$ cat config.mk
export PLATFORM = sky130hd
export DESIGN_NAME = cpwm_gen
export DESIGN_NICKNAME = d
export VERILOG_FILES = /design/src/cpwm_pkg.sv /design/src/cpwm_channel.sv /design/src/cpwm_gen.sv
export VERILOG_INCLUDE_DIRS = /design/src
export SDC_FILE = /design/constraint.sdc
export NUM_CORES = 1
export LEC_CHECK = 0
export BUFFER_PORTS_ARGS = -buffer_cell sky130_fd_sc_hd__buf_2
export CAP_MARGIN = 20
export CORE_MARGIN = 1
export CORE_UTILIZATION = 33
export CTS_BUF_LIST = sky130_fd_sc_hd__clkbuf_4
export DETAILED_ROUTE_END_ITERATION = 10
export PLACE_DENSITY = 0.53
export SETUP_SLACK_MARGIN = 0.5
export SLEW_MARGIN = 10
export SYNTH_ARGS = -nofsm -noshare
export SYNTH_HDL_FRONTEND = slang
export SYNTH_HIERARCHICAL = 1
export SYNTH_SLANG_ARGS = --single-unit
$ cat constraint.sdc
create_clock -name sys_clk -period 4.6 [get_ports sys_clk]
set_input_delay 0.69 -clock sys_clk [delete_from_list [all_inputs] [get_ports sys_clk]]
set_output_delay 0.69 -clock sys_clk [all_outputs]
set_load 0.03 [all_outputs]
$ cat src/cpwm_regs.svh
// constants for the continuous pwm generator
`ifndef CPWM_REGS_SVH
`define CPWM_REGS_SVH
`define CPWM_PERIOD_W 8
`define CPWM_DUTY_W 10
`define CPWM_BASE_TICKS 4
`define CPWM_PERIOD_RST 8'h00
`define CPWM_DUTY_RST 10'h000
`define CPWM_PRESC_RST 2'h0
`endif
$ cat src/cpwm_pkg.sv
// types for the continuous pwm generator
`include "cpwm_regs.svh"
package cpwm_pkg;
  typedef enum logic [1:0] {
    prescale_div_one = 2'b00,
    prescale_div_four = 2'b01,
    prescale_div_sixteen = 2'b10,
    prescale_div_sixtyfour = 2'b11
  } cpwm_presc_t;
  typedef enum logic [1:0] {
    CPWM_IDLE = 2'b00,
    CPWM_RUN = 2'b01,
    CPWM_HALT = 2'b10
  } cpwm_state_t;
endpackage

$ cat src/cpwm_channel.sv
// one output channel: duty compare and pin drive
`timescale 1ns/10ps
`include "cpwm_regs.svh"
module cpwm_channel
  import cpwm_pkg::*;
#(
  parameter int DUTY_W = `CPWM_DUTY_W
) (
  // clock and reset
  input wire logic sys_clk,
  input wire logic rst_n,
  input wire logic clkEn,
  // timebase view
  input wire logic timerRun,
  input wire logic periodStart,
  input wire logic tick,
  input wire logic timerRestart,
  // commands for this channel
  input wire logic cfgCmd,
  input wire logic dutyCmd,
  input wire logic offCmd,
  input wire logic [DUTY_W-1:0] dutyIn,
  // pin
  output logic pinOut,
  output logic pinOe_n,
  output logic configured
);
  logic [DUTY_W-1:0] duty_r, duty_nxt;
  logic [DUTY_W-1:0] markCnt_r, markCnt_nxt;
  logic en_r, en_nxt;
  logic mark_r, mark_nxt;

  // next values for duty, mark counter, pin mode
  always_comb begin
    duty_nxt = duty_r;
    markCnt_nxt = markCnt_r;
    en_nxt = en_r;
    mark_nxt = mark_r;
    if (cfgCmd) begin
      duty_nxt = dutyIn;
      en_nxt = 1'b1; // pin becomes modulator output
      markCnt_nxt = '0;
      mark_nxt = 1'b0;
    end else if (offCmd) begin
      mark_nxt = 1'b0;
    end else begin
      if (dutyCmd && en_r)
        duty_nxt = dutyIn; // no timer restart here
      if (!timerRun || timerRestart) begin
        mark_nxt = 1'b0;
        markCnt_nxt = '0;
      end else if (periodStart && tick) begin
        // high at period start unless duty is zero
        mark_nxt = (duty_nxt != '0);
        markCnt_nxt = DUTY_W'(1);
      end else if (mark_r) begin
        // mark lasts duty system clocks
        if (markCnt_r >= duty_r)
          mark_nxt = 1'b0;
        else
          markCnt_nxt = markCnt_r + DUTY_W'(1);
      end
    end
  end

  // register channel state
  always_ff @(posedge sys_clk) begin
    if (!rst_n) begin
      duty_r <= `CPWM_DUTY_RST;
      markCnt_r <= '0;
      en_r <= 1'b0;
      mark_r <= 1'b0;
    end else if (clkEn) begin
      duty_r <= duty_nxt;
      markCnt_r <= markCnt_nxt;
      en_r <= en_nxt;
      mark_r <= mark_nxt;
    end
  end

  assign pinOut = mark_r;
  assign pinOe_n = ~en_r; // floating until configured
  assign configured = en_r;
endmodule

$ cat src/cpwm_gen.sv
// continuous pwm generator: shared timer and two channels
// Function
// - period lasts (period+1)*4 prescaled timebase ticks, period 0..255
// - output mark lasts duty system clocks, duty 0..1023
// - prescaler divides timebase by 1, 4, 16 or 64
// - waveform runs on its own until the next configure command
// - off request halts shared timer, stopping all channels on it
// - duty update of zero silences only that channel
// - channels on the shared timer share period, own duties
// - configure restarts the timebase counter
// - duty update changes duty without restarting the timer
// - output stops in nap, sleep or when execution ends
// - wide variant: a divide-by-one configure returns other channels to divide-by-one
// - shared timer is busy while servo function owns it
// - timing follows system clock; forced slow clock stops output
// - configure makes the pin a modulator output and starts timer
// - pins float after power-up until configured
`timescale 1ns/10ps
`include "cpwm_regs.svh"
module cpwm_gen
  import cpwm_pkg::*;
#(
  parameter int PERIOD_W = `CPWM_PERIOD_W,
  parameter int DUTY_W = `CPWM_DUTY_W,
  parameter int NCH = 2,
  parameter bit WIDE_VARIANT = 1'b1
) (
  // clock and reset
  input wire logic sys_clk,
  input wire logic rst_n,
  input wire logic clkEn,
  // configure command
  input wire logic cfgStb,
  input wire logic [NCH-1:0] cfgSel,
  input wire logic [PERIOD_W-1:0] cfgPeriod,
  input wire logic [DUTY_W-1:0] cfgDuty,
  input wire logic [1:0] cfgPresc,
  // duty update command
  input wire logic dutyStb,
  input wire logic [NCH-1:0] dutySel,
  input wire logic [DUTY_W-1:0] dutyVal,
  // off command
  input wire logic offStb,
  // system conditions
  input wire logic lowPower,
  input wire logic progEnd,
  input wire logic servoBusy,
  input wire logic slowClock,
  // pins
  output logic [NCH-1:0] pwmOut,
  output logic [NCH-1:0] pwmOe_n,
  // status
  output logic timerRunning,
  output logic [1:0] prescStatus,
  output logic [NCH-1:0] chConfigured
);
  cpwm_state_t state_r, state_nxt;
  logic [PERIOD_W-1:0] period_r, period_nxt;
  logic [PERIOD_W+1:0] baseCnt_r, baseCnt_nxt;
  logic [5:0] preCnt_r, preCnt_nxt;
  cpwm_presc_t presc_r, presc_nxt;
  logic tick;
  logic periodStart;
  logic stopReq;
  logic cfgGo;
  logic offGo;

  // prescaler terminal count for each division
  function automatic logic [5:0] presc_last(input cpwm_presc_t p);
    case (p)
      prescale_div_one: presc_last = 6'h00;
      prescale_div_four: presc_last = 6'h03;
      prescale_div_sixteen: presc_last = 6'h0f;
      prescale_div_sixtyfour: presc_last = 6'h3f;
      default: presc_last = 6'h00;
    endcase
  endfunction

  // conditions that stop the generator
  assign stopReq = lowPower | progEnd | slowClock;
  assign cfgGo = cfgStb && !servoBusy && (cfgSel != '0);
  assign offGo = offStb ||
    (cfgGo && cfgPeriod == '0 && cfgDuty == '0);
  assign tick = (preCnt_r == presc_last(presc_r));
  assign periodStart = (baseCnt_r == '0);

  // timer state, period, prescale and base counter
  always_comb begin
    state_nxt = state_r;
    period_nxt = period_r;
    presc_nxt = presc_r;
    baseCnt_nxt = baseCnt_r;
    preCnt_nxt = preCnt_r;
    case (state_r)
      CPWM_IDLE, CPWM_HALT: begin
        baseCnt_nxt = '0;
        preCnt_nxt = '0;
      end
      CPWM_RUN: begin
        // free running until reconfigured
        if (tick) begin
          preCnt_nxt = '0;
          // (period+1)*4 ticks per period
          if (baseCnt_r == {period_r, 2'b11})
            baseCnt_nxt = '0;
          else
            baseCnt_nxt = baseCnt_r + (PERIOD_W+2)'(1);
        end else begin
          preCnt_nxt = preCnt_r + 6'h01;
        end
      end
      default: state_nxt = CPWM_IDLE;
    endcase
    if (offGo || stopReq) begin
      state_nxt = CPWM_HALT; // shared timer halts all channels
      baseCnt_nxt = '0;
      preCnt_nxt = '0;
    end else if (cfgGo) begin
      state_nxt = CPWM_RUN;
      period_nxt = cfgPeriod; // one period for all channels
      // configure resets shared prescale to requested one; narrow variant keeps it on a divide-by-one request
      presc_nxt = WIDE_VARIANT ? cpwm_presc_t'(cfgPresc) :
        ((cfgPresc != 2'h0) ? cpwm_presc_t'(cfgPresc) : presc_r);
      baseCnt_nxt = '0; // restart timebase
      preCnt_nxt = '0;
    end
  end

  // register timer state
  always_ff @(posedge sys_clk) begin
    if (!rst_n) begin
      state_r <= CPWM_IDLE;
      period_r <= `CPWM_PERIOD_RST;
      presc_r <= cpwm_presc_t'(`CPWM_PRESC_RST);
      baseCnt_r <= '0;
      preCnt_r <= '0;
    end else if (clkEn) begin
      state_r <= state_nxt;
      period_r <= period_nxt;
      presc_r <= presc_nxt;
      baseCnt_r <= baseCnt_nxt;
      preCnt_r <= preCnt_nxt;
    end
  end

  // one channel per pin, all on the shared timer
  genvar gi;
  generate
    for (gi = 0; gi < NCH; gi++) begin : g_ch
      cpwm_channel #(
        .DUTY_W(DUTY_W)
      ) u_ch (
        .sys_clk(sys_clk),
        .rst_n(rst_n),
        .clkEn(clkEn),
        .timerRun(state_r == CPWM_RUN),
        .periodStart(periodStart),
        .tick(tick),
        .timerRestart(cfgGo),
        .cfgCmd(cfgGo && cfgSel[gi] && !offGo && !stopReq),
        .dutyCmd(dutyStb && dutySel[gi]),
        .offCmd(offGo || stopReq),
        // only a selected channel takes the configure duty
        .dutyIn((cfgGo && cfgSel[gi]) ? cfgDuty : dutyVal),
        .pinOut(pwmOut[gi]),
        .pinOe_n(pwmOe_n[gi]),
        .configured(chConfigured[gi])
      );
    end
  endgenerate

  assign timerRunning = (state_r == CPWM_RUN);
  assign prescStatus = presc_r;
endmodule

# Yosys cells after proc, flatten, opt, wreduce, memory -nomap -nowiden
# Index checks and enable logic that the tools add are counted.
# word_totals
regBits,72
in_bits,44
out_inout_bits,9
wordCells,131
# classes
n_addsub,4
n_lt_le_gt_ge,2
eq_ne,13
mux,49
bitwise_logic,5
reduce_logical,45
# ops
op,count
10-bit two-way mux,28
10-bit by 1-bit adder with 10-bit output (second input constant),3
6-bit case mux with 4 select lines,1
10-bit greater-or-equal comparator,2
10-bit zero test,2
10-bit case mux with 2 select lines,1
10-bit nonzero test,2
6-bit two-way mux,3
1-bit logical AND,15
1-bit two-way mux,12
6-bit case mux with 2 select lines,1
2-bit AND reduction,6
4-bit nonzero test,3
10-bit == test,1
8-bit zero test,1
4-bit by 3-bit inequality test with 1-bit output (second input constant),2
4-bit AND reduction,2
6-bit by 1-bit adder with 6-bit output (second input constant),1
2-bit == test (second input constant),3
6-bit == test,1
2-bit two-way mux,3
3-bit AND reduction,2
2-bit by 1-bit == test with 1-bit output (second input constant),2
1-bit zero test,4
10 further kinds,17

# Longest topological paths before layout
# Gate-level depths: netlist of the first run.
# logic_depth
depth_word,15
mapped_depth,12
ltp_nobuf,11

# By module
# Netlist of the first run, hierarchy kept.
# modules_own_cells
mod,instances,cells_each,area_each_um2,seq_area_each_um2
cpwm_gen,1,215,1848.0,560.5
cpwm_channel (g_ch[1].u_ch),1,159,1401.3,440.4
cpwm_channel (g_ch[0].u_ch),1,159,1360.1,440.4

# Worst setup path after synthesis of the first run
# No wires, ideal clock.
# synth_path
path_kind,input to register
startpoint,input port offStb
endpoint,register g_ch[1].u_ch.markCnt_r[9]
setup_time_ns,0.120
arrival_ns,2.778
t_required_ns,4.480
slack_ns,1.702
stages,8
path_buffers,0
cell_sequence,or4_4 -> or2_2 -> nor2_1 -> o21ai_4 -> nor2_8 -> nand4_1 -> and3_1 -> a211o_1
# synth_via
elab_chain_cells,6
elab_cells_between_ends,10
cone_classes,eq/ne (2); mux (1); reduce/logical (7)
# synth_lines
item,line,rtl
start: declaration,cpwm_gen.sv:43,"input wire logic offStb,"
1-bit logical OR (*),cpwm_gen.sv:82,assign offGo = offStb ||
1-bit zero test,cpwm_gen.sv:160,".cfgCmd(cfgGo && cfgSel[gi] && !offGo && !stopReq),"
1-bit logical AND (2 in a row),cpwm_gen.sv:160,
4-bit by 3-bit inequality test with 1-bit output (no source line) (tied with other cells),n/a,
4-bit AND reduction (no source line),n/a,
end signal: assignment,cpwm_channel.sv:75,markCnt_r <= markCnt_nxt;
end: declaration,cpwm_channel.sv:29,"logic [DUTY_W-1:0] markCnt_r, markCnt_nxt;"
# Every way passes the cells marked *; elsewhere a longest branch is shown, timed or not.
# A chain may end at the register's enable or synchronous reset.

# Worst setup path in the final report of the first run
# layout_path
startpoint,input port servoBusy
endpoint,register g_ch[0].u_ch.markCnt_r[8]
# layout_via
elab_chain_cells,11
elab_cells_between_ends,19
cone_classes,eq/ne (2); mux (3); reduce/logical (14)
# layout_lines
item,line,rtl
start: declaration,cpwm_gen.sv:47,"input wire logic servoBusy,"
1-bit zero test (*),cpwm_gen.sv:81,assign cfgGo = cfgStb && !servoBusy && (cfgSel != '0);
1-bit logical AND (*) (2 in a row),cpwm_gen.sv:81,
1-bit logical AND (2 in a row),cpwm_gen.sv:83,(cfgGo && cfgPeriod == '0 && cfgDuty == '0);
1-bit logical OR,cpwm_gen.sv:82,
1-bit zero test,cpwm_gen.sv:160,
1-bit logical AND (2 in a row),cpwm_gen.sv:160,
4-bit by 1-bit inequality test with 1-bit output (no source line) (tied with other cells),n/a,
4-bit AND reduction (no source line),n/a,
end signal: assignment,cpwm_channel.sv:75,
end: declaration,cpwm_channel.sv:29,
# Every way passes the cells marked *; elsewhere a longest branch is shown, timed or not. The select of a mux whose other input is x is not followed.

==> results of run 1 <==
[where the power goes]
part           internal (mW)  switching, mW
combinational         0.0456         0.0596
sequential             0.625        0.00327
clock                  0.160          0.239
total                  0.831          0.302
[logic make-up (layout without fill, tap and decap cells)]
logic type / after synthesis / after routing / synth area share (%)
adders and majority gates: 25 / 25 / 6.79
and+or+nand+nor: 212 / 212 / 26.1
xor gates and xnor gates: 13 / 13 / 2.47
DFF: 72 / 72 / 31.3
muxes: 53 / 53 / 12.1
buffers and inverters: 51 / 110 / 4.34
AOI/OAI and AO/OA: 107 / 107 / 17.0
[state kept, by name, summed over array words and instances, names as in the netlist]
register / flops
prescStatus: 2
state_r: 2
g_ch.u_ch/markCnt_r: 20
preCnt_r: 6
g_ch.u_ch/configured: 2
period_r: 8
g_ch.u_ch/duty_r: 20
g_ch.u_ch/pinOut: 2
baseCnt_r: 10
[per-layer routing]
| metal | vias up | GRT usage (%) | share of wire [%] |
|---|---|---|---|
| met5 | - | 0 | 0 |
| li1 | 2043 | - | - |
| met4 | 0 | 5.63 | 1.9 |
| met3 | 17 | 4.43 | 3.6 |
| met1 | 1887 | 21.5 | 47 |
| met2 | 68 | 29.1 | 48 |
[area by class of cell]
class / count / area share (%)
multi-input combinational: 410 / 57.2
sequential: 72 / 27.7
timing repair buffer: 56 / 5.58
tap: 176 / 4.24
inverter: 38 / 2.74
clock buffer: 9 / 1.30
clock inverter: 7 / 1.20
[worst min path at each step]
| stage | end | startpoint | depth (start not counted) | slack [ns] |
|---|---|---|---|---|
| final | prescStatus[0] | cfgPresc[0] | 3 | 0.50 |
| after CTS | prescStatus[0] | cfgPresc[0] | 3 | 0.47 |
| after floorplan | g_ch[0].u_ch/markCnt_r[9] | g_ch[0].u_ch/markCnt_r[9] | 1 | 0.44 |
| after detailed placement | g_ch[1].u_ch/markCnt_r[6] | g_ch[1].u_ch/markCnt_r[6] | 1 | 0.51 |
| after global placement | g_ch[1].u_ch/pinOut | g_ch[1].u_ch/pinOut | 1 | 0.50 |
| after global routing | prescStatus[0] | cfgPresc[0] | 3 | 0.46 |
[critical path: stages]
cell	delay [ns]
buf_2	0.09
nor2b_1	0.48
nand3_1	0.13
nor3_1	0.36
or2_2	0.26
nor2_1	0.10
nor2b_1	0.18
nand2b_1	0.38
nand2_1	0.12
nand2_1	0.15
nand3_1	0.15
o31ai_1	0.22
[cells in the final DEF, fill, tap and decap left out, drive strengths merged, types with 3 or more instances in the layout]
cell type,Yosys,layout
dfxtp,72,72
nand2b,10,10
nor3,12,12
and3,7,7
xor2,4,4
clkinv,0,4
mux2,20,20
clkbuf,8,9
or2,5,5
nand4,7,7
o21ai,38,38
xnor2,9,9
buf,5,56
a22oi,3,3
ha,25,25
inv,38,38
or4,3,3
nand2,40,40
a21boi,3,3
nor2b,39,39
a21oi,17,17
o211ai,4,4
a211oi,4,4
nor4,17,17
o31ai,12,12
nor2,25,25
and2,8,8
mux2i,33,33
nand3,33,33
a31oi,4,4
[stage by stage]
stage	hold WS, ns	setup slack (ns)
2_1_floorplan	0.441	1.70
3_3_place_gp	0.500	1.35
3_5_place_dp	0.505	1.19
4_1_cts	0.471	1.70
5_1_grt	0.463	1.39
6_report	0.500	1.63
==> flow_summary.json, run 1 <==
{
  "postSynthCellCount": 533,
  "antenna_found_initial": 0,
  "htree_num_levels": 3,
  "placed_cell_area_um2": 5070,
  "cp_data_arrival_time_ns": 3.32,
  "cts_buffer_depth": 2,
  "status": "completed",
  "diodes": 0,
  "wire_per_inst_um": 15.5,
  "finalHoldViolCount": 0,
  "synth-seq-cells": 72,
  "overflow": 0,
  "place_inst": 752,
  "path_class": "primary input to register",
  "clockRootBuffer": "clkbuf_4",
  "clkLatencyLatePin_ns": 0.45,
  "chipWidth_um": 120,
  "synth_area_leaders": "dfxtp_1 (31%), mux2i_1 (7.2%), ha_1 (6.8%), nor2b_1 (5.3%), mux2_2 (4.9%)",
  "reg2reg_slack_ns": 2.16,
  "route.vias.total": 4015,
  "grt_max_degree": 30,
  "track_usage_pct": 17.3,
  "area.sequential_um2": 1440,
  "clock_skew_ns": 0.0160,
  "cts_buffers": 9,
  "fill_cells": 1419,
  "cts_resized": 0,
  "worstMarginPinSlew_ns": 0.646,
  "p_total_mw": 1.13,
  "hpwl_mm": 9.37,
  "grt_pass1_vias": 3903,
  "end_kind": "register",
  "grt_pass1_wl_mm": 19.5,
  "detail-route-antenna-nets": 0,
  "peakVddDrop_uv": 136,
  "cts.sinks": 72,
  "pwr_density_cell_nw_per_um2": 218,
  "maxSlewViolCount": 0,
  "synth_fp_nets": 602,
  "vias_per_cell": 5.23,
  "drt_iter0_drc": 177,
  "slew_headroom_pct": 56.5,
  "wirelength_mm": 11.9,
  "post-route-period-util_pct": 64.6,
  "ys_seq_area_share_pct": 31.3,
  "finalWeightedCongestion": 0.832,
  "io_pins": 53,
  "leakagePower_nw": 2.01,
  "syn_area_um2": 4610,
  "r2r-start": "baseCnt_r[5]",
  "rr_worst_depth": 9,
  "initial_core_util_pct": 34.3,
  "first_pass_iters": 4,
  "synthArstFlopShare_pct": 0,
  "worstPathRequired_ns": 4.95,
  "yosysMostFrequentCell": "dfxtp_1",
  "fin_util_pct": 38.6,
  "crit-reg2reg-capture": "g_ch[1].u_ch/pinOut",
  "critPathCapture": "g_ch[0].u_ch/markCnt_r[8]",
  "die_y_um": 120,
  "rsz0062_at_grt": "false",
  "post_cts_buffers": 0,
  "cp_max_fo": 8,
  "syn_to_final_growth_pct": 12.8,
  "fmax_mhz": 337,
  "finalSetupViolCount": 0,
  "die_area_um2": 14400,
  "yosys-top-cells-count": "dfxtp_1 (72), nor2b_1 (39), inv_1 (38)",
  "critical_path.startpoint": "servoBusy",
  "numPortBuffers": 52,
  "hold_class": "primary input to register",
  "finalNonFillerCells": 768,
  "yosysUniqueCellTypes": 66,
  "rows": 42,
  "fin_area_um2": 5200,
  "cts.clk_slew.worst_paths_ns": 0.12,
  "drive_above_1_share_pct": 21.6,
  "nets": 656,
  "core_um2": 13500,
  "synth_warnings": 6,
  "fin_crit_ns": 2.97,
  "avgSynthCellArea_um2": 8.65,
  "netlist.top_cell.by_area": "dfxtp_1",
  "final.setup.tns_ns": 0,
  "cts_tree": "built",
  "synth_top_area_share_pct": 31.3,
  "maxCapViolations": 0,
  "synth-edff-count": 0,
  "ys.flop_type": "dfxtp_1",
  "ctsHoldBuffers": 0,
  "drc": 0,
  "cp-start-kind": "primary input",
  "multi_input_comb_area_um2": 2970
}
Power figures use the tool's default switching activity.
==> inputs of run 2 (changes only) <==
--- a/config.mk
+++ b/config.mk
@@ -12,7 +12,7 @@
 export CORE_UTILIZATION = 33
 export CTS_BUF_LIST = sky130_fd_sc_hd__clkbuf_4
 export DETAILED_ROUTE_END_ITERATION = 10
-export PLACE_DENSITY = 0.53
+export PLACE_DENSITY = 0.55
 export SETUP_SLACK_MARGIN = 0.5
 export SLEW_MARGIN = 10
 export SYNTH_ARGS = -nofsm -noshare
==> constraint.sdc (replaced) <==
create_clock -name sys_clk -period 2.4 [get_ports sys_clk]
set_input_delay 0.36 -clock sys_clk [delete_from_list [all_inputs] [get_ports sys_clk]]
set_output_delay 0.36 -clock sys_clk [all_outputs]
set_load 0.03 [all_outputs]
==> flow_summary.json, run 2 (synthesis gave the netlist of run 1 again) <==
{
  "status": "completed",
  "slew_headroom_pct": 61.5,
  "p_seq_share_pct": 53.5,
  "leakagePower_nw": 2.43,
  "fin_area_um2": 6120,
  "end_kind": "register",
  "htree_num_levels": 3,
  "core_um2": 13500,
  "hpwl_mm": 9.65,
  "cts_tree": "built",
  "critical_path.startpoint": "slowClock",
  "final.setup.tns_ns": 0,
  "hold_slack_ns": 0.166,
  "rows": 42,
  "detail-route-antenna-nets": 0,
  "syn_to_final_growth_pct": 32.9,
  "numPortBuffers": 52,
  "place_inst": 796,
  "finalHoldViolCount": 0,
  "reg2reg_slack_ns": 0.34,
  "placed_cell_area_um2": 5510,
  "track_usage_pct": 18.5,
  "cts.clk_slew.worst_paths_ns": 0.11,
  "peakVddDrop_uv": 216,
  "wire_per_inst_um": 15.5,
  "cts_buffer_depth": 2,
  "power.switching_uw": 601,
  "finalWeightedCongestion": 0.851,
  "first_pass_iters": 4,
  "die_area_um2": 14400,
  "nets": 716,
  "final_common_cell": "buf_4",
  "pwr_density_cell_nw_per_um2": 367,
  "critPathCapture": "g_ch[1].u_ch/markCnt_r[9]",
  "maxCapViolations": 0,
  "comb_power_share_pct": 12.4,
  "rr_worst_depth": 10,
  "p_total_mw": 2.25,
  "route.vias.total": 4345,
  "r2r-start": "prescStatus[1]",
  "clkLatencyLatePin_ns": 0.45,
  "diodes": 0,
  "hold_class": "primary input to register",
  "rsz0062_at_grt": "true",
  "clockRootBuffer": "clkbuf_4",
  "cp_max_fo": 7,
  "crit-reg2reg-capture": "g_ch[1].u_ch/markCnt_r[8]",
  "post-route-period-util_pct": 87.4,
  "chipWidth_um": 120,
  "maxSlewViolCount": 0,
  "grt_pass1_vias": 4251,
  "antenna_found_initial": 0,
  "finalNonFillerCells": 828,
  "final_cell_mix": "buf_4 (55), dfxtp_1 (52), buf_2 (46)",
  "grt_max_degree": 23,
  "power.share.clock_pct": 34.1,
  "vias_per_cell": 5.25,
  "sw_frac_of_total_pct": 26.7,
  "top_regs": "g_ch.u_ch/duty_r x20, g_ch.u_ch/markCnt_r x20, baseCnt_r x10",
  "die_y_um": 120,
  "drt_iter0_drc": 251,
  "cp_data_arrival_time_ns": 2.45,
  "worstMarginPinSlew_ns": 0.572,
  "io_pins": 53,
  "grt_pass1_wl_mm": 21.0,
  "finalSetupViolCount": 0,
  "cts.sinks": 72,
  "fin_crit_ns": 2.10,
  "p_int_mw": 1.65,
  "cts_buffers": 9,
  "path_class": "primary input to register",
  "fmax_mhz": 476,
  "drc": 0,
  "overflow": 0,
  "cp-start-kind": "primary input",
  "initial_core_util_pct": 34.3,
  "worstPathRequired_ns": 2.75,
  "drive_above_1_share_pct": 39.6,
  "wirelength_mm": 12.8,
  "clock_skew_ns": 0.0146
}
-- run 2: cell types whose count changed in the layout (fill, tap and decap cells not counted), sizes merged --
cell / change
buf: +59
clkbuf: +2
clkinv: +1
clkinvlp: -2
-- run 2: how the worst min path moves through the flow --
stage	start	to	cells past startpoint	slack [ns]
floorplan	g_ch[0].u_ch/markCnt_r[9]	g_ch[0].u_ch/markCnt_r[9]	1	0.44
global placement	baseCnt_r[1]	baseCnt_r[3]	2	0.51
detailed placement	preCnt_r[5]	preCnt_r[5]	2	0.51
CTS	cfgPresc[0]	prescStatus[0]	3	0.12
global route	cfgPresc[0]	prescStatus[0]	3	0.14
finish	cfgPresc[0]	prescStatus[0]	3	0.17
-- run 2: final cells by class --
class	count	area (µm²)
Tap cell	176	220
Clock inverter	6	50.0
Fill cell	1333	7330
Timing Repair Buffer	116	843
Multi-Input combinational cell	410	3320
Clock buffer	10	75.1
Sequential cell	72	1470
Inverter	38	145
-- run 2: power groups by stage --
stage | sequential (mW) | clock (mW) | combinational (mW)
after floorplan | 1.23 | 0 | 0.121
after global placement | 1.23 | 0 | 0.240
after detailed placement | 1.23 | 0 | 0.242
after CTS | 1.20 | 0.801 | 0.258
after global routing | 1.20 | 0.845 | 0.300
final | 1.20 | 0.768 | 0.279
-- run 2: layer usage --
| metal | track usage (%) | up-vias | routed length, µm |
|---|---|---|---|
| met5 | 0 | - | 0 |
| li1 | - | 2164 | - |
| met2 | 29.6 | 98 | 6170 |
| met3 | 4.34 | 23 | 456 |
| met1 | 23.5 | 2060 | 5890 |
| met4 | 8.13 | 0 | 295 |
-- run 2: through the flow --
step / util [%] / worst slack [ns]
finish: 45.5 / 0.301
global placement: 40.9 / -0.205
global route: 45.5 / 0.183
CTS: 43.5 / 0.382
floorplan: - / 0.149
detailed placement: 40.9 / -0.248
-- run 2: what timing repair did --
action                                  CTS  global route
cloned                                    0             1
gates resized for setup                  43            59
buffers inserted                          8             7
pin swaps                                13            21
hold buffers                              0             0
endpoints found under the setup margin   43            48
-- run 2: worst max-delay path, cell delays in order --
cell	delay (ns)
buf_6	0.09
or4_4	0.55
or2_4	0.28
buf_6	0.14
nor2_4	0.13
o21ai_4	0.07
buf_12	0.16
nor2_8	0.09
nand4_1	0.15
and3_4	0.21
a211o_1	0.21
